<file path="config.mk">
export PLATFORM = sky130hd
export DESIGN_NAME = gim_inhibit_manager
export DESIGN_NICKNAME = d
export VERILOG_FILES = /design/src/rtl/gim_serial_cmd.v /design/src/rtl/gim_inhibit_manager.v
export VERILOG_INCLUDE_DIRS = /design/src /design/src/rtl
export SDC_FILE = /design/constraint.sdc
export NUM_CORES = 1
export LEC_CHECK = 0
export BUFFER_PORTS_ARGS = -buffer_cell sky130_fd_sc_hd__buf_2
export CAP_MARGIN = 10
export CORE_MARGIN = 8
export CORE_UTILIZATION = 34
export CTS_CLUSTER_SIZE = 24
export DETAILED_ROUTE_END_ITERATION = 8
export MAX_ROUTING_LAYER = met4
export SLEW_MARGIN = 25
export SYNTH_ARGS = -nofsm -noshare
export SYNTH_HDL_FRONTEND = slang
export SYNTH_SLANG_ARGS = --single-unit
</file>
<file path="constraint.sdc">
create_clock -name ref_clk -period 2.1 [get_ports ref_clk]
set_input_delay 0.315 -clock ref_clk [delete_from_list [all_inputs] [get_ports ref_clk]]
set_output_delay 0.315 -clock ref_clk [all_outputs]
set_load 0.05 [all_outputs]
</file>
<file path="src/rtl/gim_map.vh">
// gim_map.vh: register offsets, command codes, status bit positions and timing counts
// for the genset inhibit manager; included by the design files, definitions only.
`ifndef GIM_MAP_VH
`define GIM_MAP_VH

// ****************************************************************
// serial holding registers
// ****************************************************************
`define GIM_REG_PASSWORD     16'h0065
`define GIM_REG_COMMAND      16'h0066

// ****************************************************************
// command codes
// ****************************************************************
`define GIM_CMD_INHIBIT_A    16'h001F
`define GIM_CMD_INHIBIT_B    16'h0020
`define GIM_CMD_RELEASE      16'h0021

// ****************************************************************
// timing, in seconds of the seconds timebase
// ****************************************************************
`define GIM_SEQ_WINDOW_S     8'h05
`define GIM_SERIAL_HOLD_S    8'h1E

// ****************************************************************
// automatic-intervention status bit positions
// ****************************************************************
`define GIM_AI_CONTACT       0
`define GIM_AI_CLOCK         1
`define GIM_AI_LOAD_MGMT     2
`define GIM_AI_MAINS         3
`define GIM_AI_BRK_NOT_OPEN  4

// ****************************************************************
// load-taking status bit positions
// ****************************************************************
`define GIM_LT_CONTACT       0
`define GIM_LT_MAINS         1
`define GIM_LT_SERIAL        2
`define GIM_LT_BRK_NOT_OPEN  3
`define GIM_LT_SYNC          4
`define GIM_LT_SUPERVISOR    5

// ****************************************************************
// synchroniser reset levels, one bit per pin lane
// ****************************************************************
`define GIM_SYNC_IDLE        15'h0100

// ****************************************************************
// event codes on the event port
// ****************************************************************
`define GIM_EVT_LT_CONTACT   4'h1
`define GIM_EVT_LT_RELEASE   4'h2
`define GIM_EVT_LT_MAINS     4'h3
`define GIM_EVT_LT_SERIAL    4'h4
`define GIM_EVT_LT_BRK       4'h5
`define GIM_EVT_LT_SYNC      4'h6
`define GIM_EVT_LT_SUPER     4'h7
`define GIM_EVT_AI_MAINS_ON  4'h8
`define GIM_EVT_AI_MAINS_OFF 4'h9
`define GIM_EVT_AI_BRK_ON    4'hA
`define GIM_EVT_AI_BRK_OFF   4'hB

`endif

</file>
<file path="src/rtl/gim_serial_cmd.v">
// gim_serial_cmd.v: password/command sequence of the serial holding registers.
// assumes writes arrive as one-cycle strobes on ref_clk and sec_tick pulses once a second.
`timescale 1ns/1ps
`include "gim_map.vh"

module gim_serial_cmd (
   input  wire        ref_clk,
   input  wire        rst,
   input  wire        sec_tick,
   input  wire        reg_wr,
   input  wire [15:0] reg_addr,
   input  wire [15:0] reg_wdata,
   input  wire        serial_enabled,
   input  wire [15:0] password,
   output reg         serial_inhibit,
   output reg         serial_activate
);

   reg        armed;
   reg  [7:0] seq_secs;
   reg  [7:0] hold_secs;
   wire       code_ok;
   wire       is_inhibit;
   wire       is_release;

   assign code_ok    = reg_wr && (reg_addr == `GIM_REG_COMMAND) && armed && serial_enabled;
   assign is_inhibit = (reg_wdata == `GIM_CMD_INHIBIT_A) || (reg_wdata == `GIM_CMD_INHIBIT_B);
   assign is_release = (reg_wdata == `GIM_CMD_RELEASE);

   // ****************************************************************
   // sequence: password arms, command must follow within the window
   // ****************************************************************
   always @(posedge ref_clk) begin
      if (rst) begin
         armed    <= 1'b0;
         seq_secs <= 8'h00;
      end else if (reg_wr && !serial_enabled) begin
         armed <= 1'b0;
      end else if (reg_wr && (reg_addr == `GIM_REG_PASSWORD)) begin
         armed    <= (reg_wdata == password);
         seq_secs <= 8'h00;
      end else if (code_ok) begin
         armed <= 1'b0;
      end else if (armed && sec_tick) begin
         if (seq_secs + 8'h01 >= `GIM_SEQ_WINDOW_S) begin
            armed <= 1'b0;
         end
         seq_secs <= seq_secs + 8'h01;
      end
   end

   // ****************************************************************
   // command hold: refreshed by each accepted inhibit command
   // ****************************************************************
   always @(posedge ref_clk) begin
      if (rst) begin
         serial_inhibit  <= 1'b0;
         serial_activate <= 1'b0;
         hold_secs       <= 8'h00;
      end else begin
         serial_activate <= 1'b0;
         if (code_ok && is_inhibit) begin
            serial_inhibit  <= 1'b1;
            serial_activate <= 1'b1;
            hold_secs       <= 8'h00;
         end else if (code_ok && is_release) begin
            serial_inhibit <= 1'b0;
         end else if (serial_inhibit && sec_tick) begin
            if (hold_secs + 8'h01 >= `GIM_SERIAL_HOLD_S) begin
               serial_inhibit <= 1'b0;
            end
            hold_secs <= hold_secs + 8'h01;
         end
      end
   end

endmodule

</file>
<file path="src/rtl/gim_inhibit_manager.v">
// gim_inhibit_manager.v: top of the genset inhibit manager; combines inhibition sources.
// assumes plant and contact inputs come from pins (synchronised here), the serial port
// delivers register writes on ref_clk, and sec_tick is a ref_clk-domain one-second pulse.
`timescale 1ns/1ps
`include "gim_map.vh"

// Summary of operation
// - load management request stops surplus generators via auto-intervention inhibition
// - parallel-only plant, mains fail: open breaker, after wait inhibit until mains good
// - other breaker stuck closed with option: block/open breaker, stop, log both edges
// - one status flag per auto-intervention source, five sources
// - load-taking inhibition acts in auto, test and remote start, no anomaly needed
// - inhibition with breaker closed opens it, asserting power ramp-down with the open command when possible
// - log one release event when overall load-taking inhibition clears
// - contact input active holds load-taking inhibition and logs contact activation
// - serial commands accepted only while the enable input is active, if configured
// - password then command within five seconds, otherwise sequence rejected
// - codes 31 or 32 inhibit and open breaker, code 33 releases
// - serial inhibit lasts thirty seconds, logged; host resends about every 25 seconds
// - parallel-only plant, mains fail: open breaker now, inhibit until mains good, log
// - other breaker stuck closed with option: inhibit own breaker closure, log
// - supervisory board request inhibits load taking, opens breakers, logs
// - synchronisation in progress with own breaker open inhibits load taking, logs
// - one status flag per load-taking source, six sources
module gim_inhibit_manager (
   input  wire        ref_clk,
   input  wire        rst,
   input  wire        sec_tick,
   input  wire        reg_wr,
   input  wire [15:0] reg_addr,
   input  wire [15:0] reg_wdata,
   input  wire [15:0] password,
   input  wire        serial_enable_configured,
   input  wire        serial_command_enable_input,
   input  wire        load_inhibit_input_function,
   input  wire        contact_ai_inhibit,
   input  wire        clock_ai_inhibit,
   input  wire        load_mgmt_request,
   input  wire        parallel_only_plant,
   input  wire        mains_in_tolerance,
   input  wire [7:0]  mains_fail_wait_s,
   input  wire        brk_not_open_option,
   input  wire        other_breaker_stuck,
   input  wire        supervisor_request,
   input  wire        sync_in_progress,
   input  wire        generator_breaker_closed,
   input  wire        ramp_possible,
   input  wire        auto_mode,
   input  wire        test_mode,
   input  wire        remote_start_mode,
   output reg         ai_inhibit,
   output reg         lt_inhibit,
   output reg  [4:0]  ai_status,
   output reg  [5:0]  lt_status,
   output reg         generator_breaker_open_cmd,
   output reg         power_ramp_down,
   output reg         event_valid,
   output reg  [3:0]  event_code
);

   // ****************************************************************
   // pin synchronisers, one generate lane per input
   // ****************************************************************
   localparam NSYNC = 15;
   // lanes reset to their idle level: a good mains must not read as a failure after reset
   localparam [NSYNC-1:0] SYNC_IDLE = `GIM_SYNC_IDLE;
   wire [NSYNC-1:0] pin_raw;
   wire [NSYNC-1:0] pin_s;
   assign pin_raw = {serial_command_enable_input, load_inhibit_input_function,
                     contact_ai_inhibit, clock_ai_inhibit, load_mgmt_request,
                     parallel_only_plant, mains_in_tolerance, brk_not_open_option,
                     other_breaker_stuck, supervisor_request, sync_in_progress,
                     generator_breaker_closed, auto_mode, test_mode, remote_start_mode};

   genvar gi;
   generate
      for (gi = 0; gi < NSYNC; gi = gi + 1) begin : g_sync
         reg meta;
         reg stab;
         always @(posedge ref_clk) begin
            if (rst) begin
               meta <= SYNC_IDLE[gi];
               stab <= SYNC_IDLE[gi];
            end else begin
               meta <= pin_raw[gi];
               stab <= meta;
            end
         end
         assign pin_s[gi] = stab;
      end
   endgenerate

   wire s_ser_en   = pin_s[14];
   wire s_lt_cont  = pin_s[13];
   wire s_ai_cont  = pin_s[12];
   wire s_ai_clk   = pin_s[11];
   wire s_lm_req   = pin_s[10];
   wire s_par_only = pin_s[9];
   wire s_mains_ok = pin_s[8];
   wire s_brk_opt  = pin_s[7];
   wire s_stuck    = pin_s[6];
   wire s_super    = pin_s[5];
   wire s_sync     = pin_s[4];
   wire s_gb_cl    = pin_s[3];
   wire s_auto     = pin_s[2];
   wire s_test     = pin_s[1];
   wire s_remote   = pin_s[0];

   // ****************************************************************
   // serial command path
   // ****************************************************************
   wire serial_enabled;
   wire serial_inhibit;
   wire serial_activate;

   assign serial_enabled = !serial_enable_configured || s_ser_en;

   gim_serial_cmd u_serial (
      .ref_clk         (ref_clk),
      .rst             (rst),
      .sec_tick        (sec_tick),
      .reg_wr          (reg_wr),
      .reg_addr        (reg_addr),
      .reg_wdata       (reg_wdata),
      .serial_enabled  (serial_enabled),
      .password        (password),
      .serial_inhibit  (serial_inhibit),
      .serial_activate (serial_activate)
   );

   // ****************************************************************
   // mains failure wait before stopping the generator
   // ****************************************************************
   wire       mains_failed;
   reg  [7:0] mains_secs;
   reg        mains_ai;

   assign mains_failed = s_par_only && !s_mains_ok;

   always @(posedge ref_clk) begin
      if (rst) begin
         mains_secs <= 8'h00;
         mains_ai   <= 1'b0;
      end else if (!mains_failed) begin
         mains_secs <= 8'h00;
         mains_ai   <= 1'b0;
      end else if (!mains_ai) begin
         if (mains_secs >= mains_fail_wait_s) begin
            mains_ai <= 1'b1;
         end else if (sec_tick) begin
            mains_secs <= mains_secs + 8'h01;
         end
      end
   end

   // ****************************************************************
   // source flags and overall inhibitions
   // ****************************************************************
   // the wait input is sampled directly: it is a configuration value, held steady
   wire       any_auto = s_auto || s_test || s_remote;
   wire       stuck_on = s_brk_opt && s_stuck;
   wire [4:0] next_ai_status;
   wire [5:0] next_lt_status;
   wire       next_ai_inhibit;
   wire       next_lt_inhibit;

   assign next_ai_status[`GIM_AI_CONTACT]      = s_ai_cont;
   assign next_ai_status[`GIM_AI_CLOCK]        = s_ai_clk;
   assign next_ai_status[`GIM_AI_LOAD_MGMT]    = s_lm_req;
   assign next_ai_status[`GIM_AI_MAINS]        = mains_ai;
   assign next_ai_status[`GIM_AI_BRK_NOT_OPEN] = stuck_on;

   assign next_lt_status[`GIM_LT_CONTACT]      = s_lt_cont;
   assign next_lt_status[`GIM_LT_MAINS]        = mains_failed;
   assign next_lt_status[`GIM_LT_SERIAL]       = serial_inhibit;
   assign next_lt_status[`GIM_LT_BRK_NOT_OPEN] = stuck_on;
   assign next_lt_status[`GIM_LT_SYNC]         = s_sync && !s_gb_cl;
   assign next_lt_status[`GIM_LT_SUPERVISOR]   = s_super;

   // ai acts in auto only; sources still show in status in any mode
   assign next_ai_inhibit = s_auto && (|next_ai_status);
   assign next_lt_inhibit = any_auto && (|next_lt_status);

   always @(posedge ref_clk) begin
      if (rst) begin
         ai_status  <= 5'h00;
         lt_status  <= 6'h00;
         ai_inhibit <= 1'b0;
         lt_inhibit <= 1'b0;
      end else begin
         ai_status  <= next_ai_status;
         lt_status  <= next_lt_status;
         ai_inhibit <= next_ai_inhibit;
         lt_inhibit <= next_lt_inhibit;
      end
   end

   // ****************************************************************
   // breaker opening with optional ramp-down
   // ****************************************************************
   // mains failure opens at once: no time to ramp against a dead grid
   always @(posedge ref_clk) begin
      if (rst) begin
         generator_breaker_open_cmd <= 1'b0;
         power_ramp_down            <= 1'b0;
      end else if (lt_inhibit && s_gb_cl) begin
         if (lt_status[`GIM_LT_MAINS] || !ramp_possible) begin
            generator_breaker_open_cmd <= 1'b1;
            power_ramp_down            <= 1'b0;
         end else begin
            generator_breaker_open_cmd <= 1'b1;
            power_ramp_down            <= 1'b1;
         end
      end else begin
         generator_breaker_open_cmd <= lt_inhibit;
         power_ramp_down            <= 1'b0;
      end
   end

   // ****************************************************************
   // event log: one event per cycle, highest priority first
   // ****************************************************************
   // simultaneous edges are queued as pending bits so none is lost
   localparam NEV = 11;
   reg  [NEV-1:0] pend;
   reg  [5:0]     lt_prev;
   reg  [1:0]     ai_prev;
   reg            lt_all_prev;
   wire [5:0]     lt_rise = lt_status & ~lt_prev;
   wire [NEV-1:0] raise;
   reg  [NEV-1:0] take;
   reg  [3:0]     next_code;
   integer        k;

   assign raise = {ai_prev[1] & ~ai_status[`GIM_AI_BRK_NOT_OPEN],
                   ~ai_prev[1] & ai_status[`GIM_AI_BRK_NOT_OPEN],
                   ai_prev[0] & ~ai_status[`GIM_AI_MAINS],
                   ~ai_prev[0] & ai_status[`GIM_AI_MAINS],
                   lt_rise[`GIM_LT_SUPERVISOR],
                   lt_rise[`GIM_LT_SYNC],
                   lt_rise[`GIM_LT_BRK_NOT_OPEN],
                   serial_activate,
                   lt_rise[`GIM_LT_MAINS],
                   lt_all_prev & ~lt_inhibit,
                   lt_rise[`GIM_LT_CONTACT]};

   always @* begin
      take      = {NEV{1'b0}};
      next_code = 4'h0;
      for (k = NEV - 1; k >= 0; k = k - 1) begin
         if (pend[k]) begin
            take      = {NEV{1'b0}};
            take[k]   = 1'b1;
            next_code = k[3:0] + 4'h1;
         end
      end
   end

   always @(posedge ref_clk) begin
      if (rst) begin
         pend        <= {NEV{1'b0}};
         lt_prev     <= 6'h00;
         ai_prev     <= 2'h0;
         lt_all_prev <= 1'b0;
         event_valid <= 1'b0;
         event_code  <= 4'h0;
      end else begin
         lt_prev     <= lt_status;
         ai_prev     <= {ai_status[`GIM_AI_BRK_NOT_OPEN], ai_status[`GIM_AI_MAINS]};
         lt_all_prev <= lt_inhibit;
         pend        <= (pend & ~take) | raise;
         event_valid <= |take;
         event_code  <= next_code;
      end
   end

endmodule

</file>
Word-level counts from Yosys, hierarchy flattened
Index checks and enable logic that the tools add are counted.
{"block": "word_totals", "out_inout_bits": 20, "wordCells": 169, "in_bits": 77, "reg_bits": 98}
{"block": "op_classes", "reduce_logical": 45, "n_addsub": 3, "muxes": 38, "magnitude_cmp": 3, "eq_ne": 7, "bitwise_logic": 21}
{"operator": "$mux W11", "count": 11}
{"operator": "$eq A16 B6 Y1 const B", "count": 2}
{"operator": "$eq A16 B7 Y1 const B", "count": 2}
{"operator": "$add A8 B1 Y8 const B", "count": 3}
{"operator": "$mux W8", "count": 3}
{"operator": "$eq A16 B16 Y1", "count": 1}
{"operator": "$eq A16 B5 Y1 const B", "count": 1}
{"operator": "$mux W4", "count": 4}
{"operator": "$logic_and A1 B1 Y1", "count": 15}
{"operator": "$mux W1", "count": 14}
{"operator": "$mux W3", "count": 4}
{"operator": "$reduce_bool A3 Y1", "count": 4}
{"operator": "$and A11 B11 Y11", "count": 1}
{"operator": "$not A1 Y1", "count": 11}
{"operator": "$not A11 Y11", "count": 1}
{"operator": "$or A11 B11 Y11", "count": 1}
{"operator": "$reduce_or A11 Y1", "count": 1}
{"operator": "$reduce_or A2 Y1", "count": 5}
{"operator": "$ge A8 B3 Y1 const B", "count": 1}
{"operator": "$ge A8 B5 Y1 const B", "count": 1}
{"operator": "$ge A8 B8 Y1", "count": 1}
{"operator": "$reduce_or A8 Y1", "count": 1}
{"operator": "$and A6 B6 Y6", "count": 1}
{"operator": "$not A6 Y6", "count": 1}
{"operator": "other kinds (11)", "count": 27}

Longest topological paths before layout
{"block": "depth", "word_depth": 14, "depth_mapped": 8, "mapped_depth_nobuf": 7}

Modules after synthesis
Synthesis repeated with hierarchy kept, for this count alone.
{"block": "unflattened", "hier_cells": 434, "hier_area_um2": 4116.4}
{"module": "gim_inhibit_manager", "area_each_um2": 2635.0, "cells_per_inst": 260, "instances": 1, "seq_area_each_um2": 1521.5}
{"module": "gim_serial_cmd", "area_each_um2": 1481.4, "cells_per_inst": 174, "instances": 1, "seq_area_each_um2": 380.4}

Least setup slack after synthesis
Ideal clock, no wire load.
{"block": "synth_path", "path_kind": "input -> register", "from": "in mains_fail_wait_s[3]", "to": "reg mains_secs[6]", "n_path_buf": 1, "required_time_ps": 2030, "stages": 8, "setup_ps": 70, "setup_slack_ps": 137, "arrival_time_ps": 1892, "path_cell_list": "inv_1 ha_1 a211oi_1 nand2_1 o21a_1 clkbuf_1 or4_1 a21oi_1"}
{"block": "synth_between", "elab_chain_len": 3}
{"element": "start, declared", "line_no": "gim_inhibit_manager.v:41", "source": "input wire [7:0] mains_fail_wait_s,"}
{"element": "$ge A8 B8 Y1", "line_no": "gim_inhibit_manager.v:148", "source": "if (mains_secs >= mains_fail_wait_s) begin"}
{"element": "$not A1 Y1 (no source line)"}
{"element": "$reduce_and A3 Y1 (no source line)"}
{"element": "end signal, assigned", "line_no": "gim_inhibit_manager.v:151", "source": "mains_secs <= mains_secs + 8'h01;"}
{"element": "end, declared", "line_no": "gim_inhibit_manager.v:135", "source": "reg [7:0] mains_secs;"}
Every way passes these cells.
A chain may end at the register's enable or synchronous reset.

Worst setup path after layout
{"block": "layout_path", "from": "reg mains_secs[3]", "to": "reg mains_secs[3]"}
{"block": "layout_between", "elab_chain_len": 3, "word_cells_on_any_way": 4, "classes_between": "add/sub (1); order compare (1); bitwise (1); reduce/logical (1)"}
{"element": "$ge A8 B8 Y1", "line_no": "gim_inhibit_manager.v:148"}
{"element": "$not A1 Y1 (no source line)"}
{"element": "$reduce_and A3 Y1 (no source line)"}
Several ways; a longest one is shown, not always the timed one.

==> out/results.ini <==
[sta]
relSlewSlack_pct = 47.6
rsz0062_at_grt = no
fmax_mhz = 509
finalHoldViolCount = 0
slew_viol_final = 0
layout_setup_ws_ns = 0.134
period_needed_ns = 1.97
tns_ns = 0
skew_ns = 0.0109
worst_pin_slew_ns = 0.781
finalCritPeriodShare_pct = 93.6
setup_viol = 0

[yosys]
ys_seq_elements = 95
ys_seq_area_share_pct = 45.2
syn_nets = 549
synth_common_cells = dfxtp_1 (95), nor2b_1 (52), a21oi_1 (35)
synth.distinct_cells = 58
synthFlopType = dfxtp_1
avgSynthCellArea_um2 = 9.18
synth_area_leaders = dfxtp_1 (45%), nor2b_1 (7.7%), a21oi_1 (4.2%)
ys_async_sr_fraction_pct = 0
synthDominantCellAreaShare_pct = 45.2
yosys_warnings = 0
synth.most_common_cell = dfxtp_1
synth_edf_count = 0
synth_top_area_cell = dfxtp_1
netlist_area_mm2 = 0.00420
syn_inst = 458

[clock_tree]
clock_tree.buffer_depth = 2
cts-root-buf = clkbuf_16
insertion_delay_ns = 0.34
cts_buffers = 9
cts.sinks = 95
htreeDepth = 3
clk_pin_slew_ns = 0.06
cts_tree = done

[detailed_routing]
dr.first_iter.drc_count = 197
vias_per_cell = 4.86
top_layer = met4
drc = 0
wl_met1_mm = 4.47
postRouteAntennaNets = 0
dr_wl_met2_mm = 4.68
drt_pass1_iterations = 4
num_vias = 3535
routed_wl_mm = 9.70
dr_wl_met3_um = 421
avgRoutedWirePerCell_um = 13.3

[power_and_ir_drop]
power_frac_comb_pct = 6.4
seq_power_share_pct = 46.0
swShare_pct = 19.9
power.internal_mw = 3.22
finalPower_mw = 4.02
pwr-share-clk_pct = 47.6
p_sw_mw = 0.799
vdd.ir_drop.worst_v = 0.000506
power_per_cell_area_mw_per_mm2 = 765
leakage_nw = 2.20

[setup_path]
endpoint = mains_secs[3]
worst-r2r-cell-count = 6
r2r_start = mains_secs[3]
cp_max_fo = 9
r2r_end = mains_secs[3]
cp-startpoint = mains_secs[3]
required_ns = 2.36
critPathLaunchType = flop
cp.arrival_ns = 2.23
path_class = flop to flop
cp-end-kind = flop
rrSetupSlack_ns = 0.13

[grt]
grt.total_usage_pct = 12.4
grt_pass1_vias = 3482
grt_max_degree = 75
grt_pass1_wl_mm = 16.1
grt_overflow = 0
antenna_found_initial = 0

[final_layout]
areaGrowthSynthToFinish_pct = 25.0
fin_nets = 646
n_antenna_cell = 0
drive_above_1_share_pct = 23.9

[placed_design]
pre_cts_slack_ns = 0.0580
portBuffers = 96
place_congestion = 0.816
post-dp-hpwl_mm = 7.51

[floorplanning]
coreArea_mm2 = 0.0121
die_w_um = 127
start_util_pct = 34.9
io_pins = 97
die_y_um = 127
fp-row-count = 40
dieArea_mm2 = 0.0162

[run]
maxCapViolations = 0

[run_status]
outcome = completed

[worst_hold_path]
holdCritPathClass = input pin to flop
hold_start = mains_in_tolerance

## power by group through the flow
stage / registers [mW] / logic (mW) / clock network [mW]
2_1_floorplan: 1.91 / 0.114 / 0
3_3_place_gp: 1.89 / 0.255 / 0
3_5_place_dp: 1.89 / 0.260 / 0
4_1_cts: 1.85 / 0.261 / 1.97
5_1_grt: 1.86 / 0.286 / 2.03
6_report: 1.85 / 0.257 / 1.91
## worst min-delay path by stage
stage | to | cells after the start | slack, ns
3_3_place_gp | pend[0] | 1 | 0.37
6_report | g_sync[8].meta | 2 | 0.17
5_1_grt | g_sync[8].meta | 2 | 0.16
4_1_cts | g_sync[8].meta | 2 | 0.15
3_5_place_dp | pend[0] | 1 | 0.39
2_1_floorplan | pend[0] | 1 | 0.37
## critical path, cell delays in order (launching register included)
cell and delay (ns):
dfxtp_1 0.40, ha_1 0.27, a211oi_1 0.22, nand2_1 0.09
o21a_2 0.26, or4_1 0.51, a21oi_1 0.15
## registers in the layout (all words and copies together), names as in the netlist, 4 cells and up
signal and count:
ai_status 4, event_code 4, g_sync.meta 15, g_sync.stab 15, lt_prev 5, lt_status 6, mains_secs 8, pend 11
u_serial.hold_secs 8, u_serial.seq_secs 8
## cells by family after synthesis
logic type | Yosys count | share of synthesized area, %
AND/OR/NAND/NOR | 194 | 27.2
flip-flops | 95 | 45.2
AO/OA/AOI/OAI | 94 | 14.7
buffers and inverters | 40 | 4.23
XOR/XNOR | 18 | 3.75
adder cells (fa/ha/maj) | 14 | 4.17
multiplexers | 3 | 0.714
## stage by stage
step | utilization (%) | hold WS, ns | cells | area [µm²]
2_1_floorplan | - | 0.367 | 458 | 4200
3_3_place_gp | 40.5 | 0.371 | 712 | 4890
3_5_place_dp | 40.5 | 0.392 | 712 | 4890
4_1_cts | 43.6 | 0.151 | 728 | 5250
5_1_grt | 43.6 | 0.158 | 728 | 5260
6_report | 43.6 | 0.168 | 728 | 5260
## what timing repair did
action                                  CTS  global route
hold buffers                              0             0
buffers inserted                          0             0
endpoints found under the setup margin    0             2
resized for setup                         0             1
## cell usage in the layout (no fill, tap or decap), types with 10 or more instances in the layout
master	instances
buf_2	96
dfxtp_1	95
nor2b_1	52
a21oi_1	35
inv_1	21
nand2_1	19
nand3_1	18
nor2_1	17
nor3_1	14
ha_1	14
nand2b_1	13
xor2_1	13
o21ai_0	12
nor4_1	10
o31ai_1	10
## final cells by class
| cell class | instances | area (µm²) |
|---|---|---|
| sequential | 95 | 1900 |
| clock inverter | 4 | 98.8 |
| fill | 1155 | 6810 |
| multi-input combinational | 323 | 2130 |
| inverter | 21 | 78.8 |
| clock buffer | 12 | 267 |
| timing repair buffer | 105 | 573 |
| tap | 168 | 210 |
## routing by layer
layer | GRT usage, % | up-vias
li1 | - | 1816
met1 | 14.6 | 1639
met2 | 19.9 | 71
met3 | 3.37 | 9
met4 | 4.41 | 0
met5 | - | -
Power figures use the tool's default switching activity.
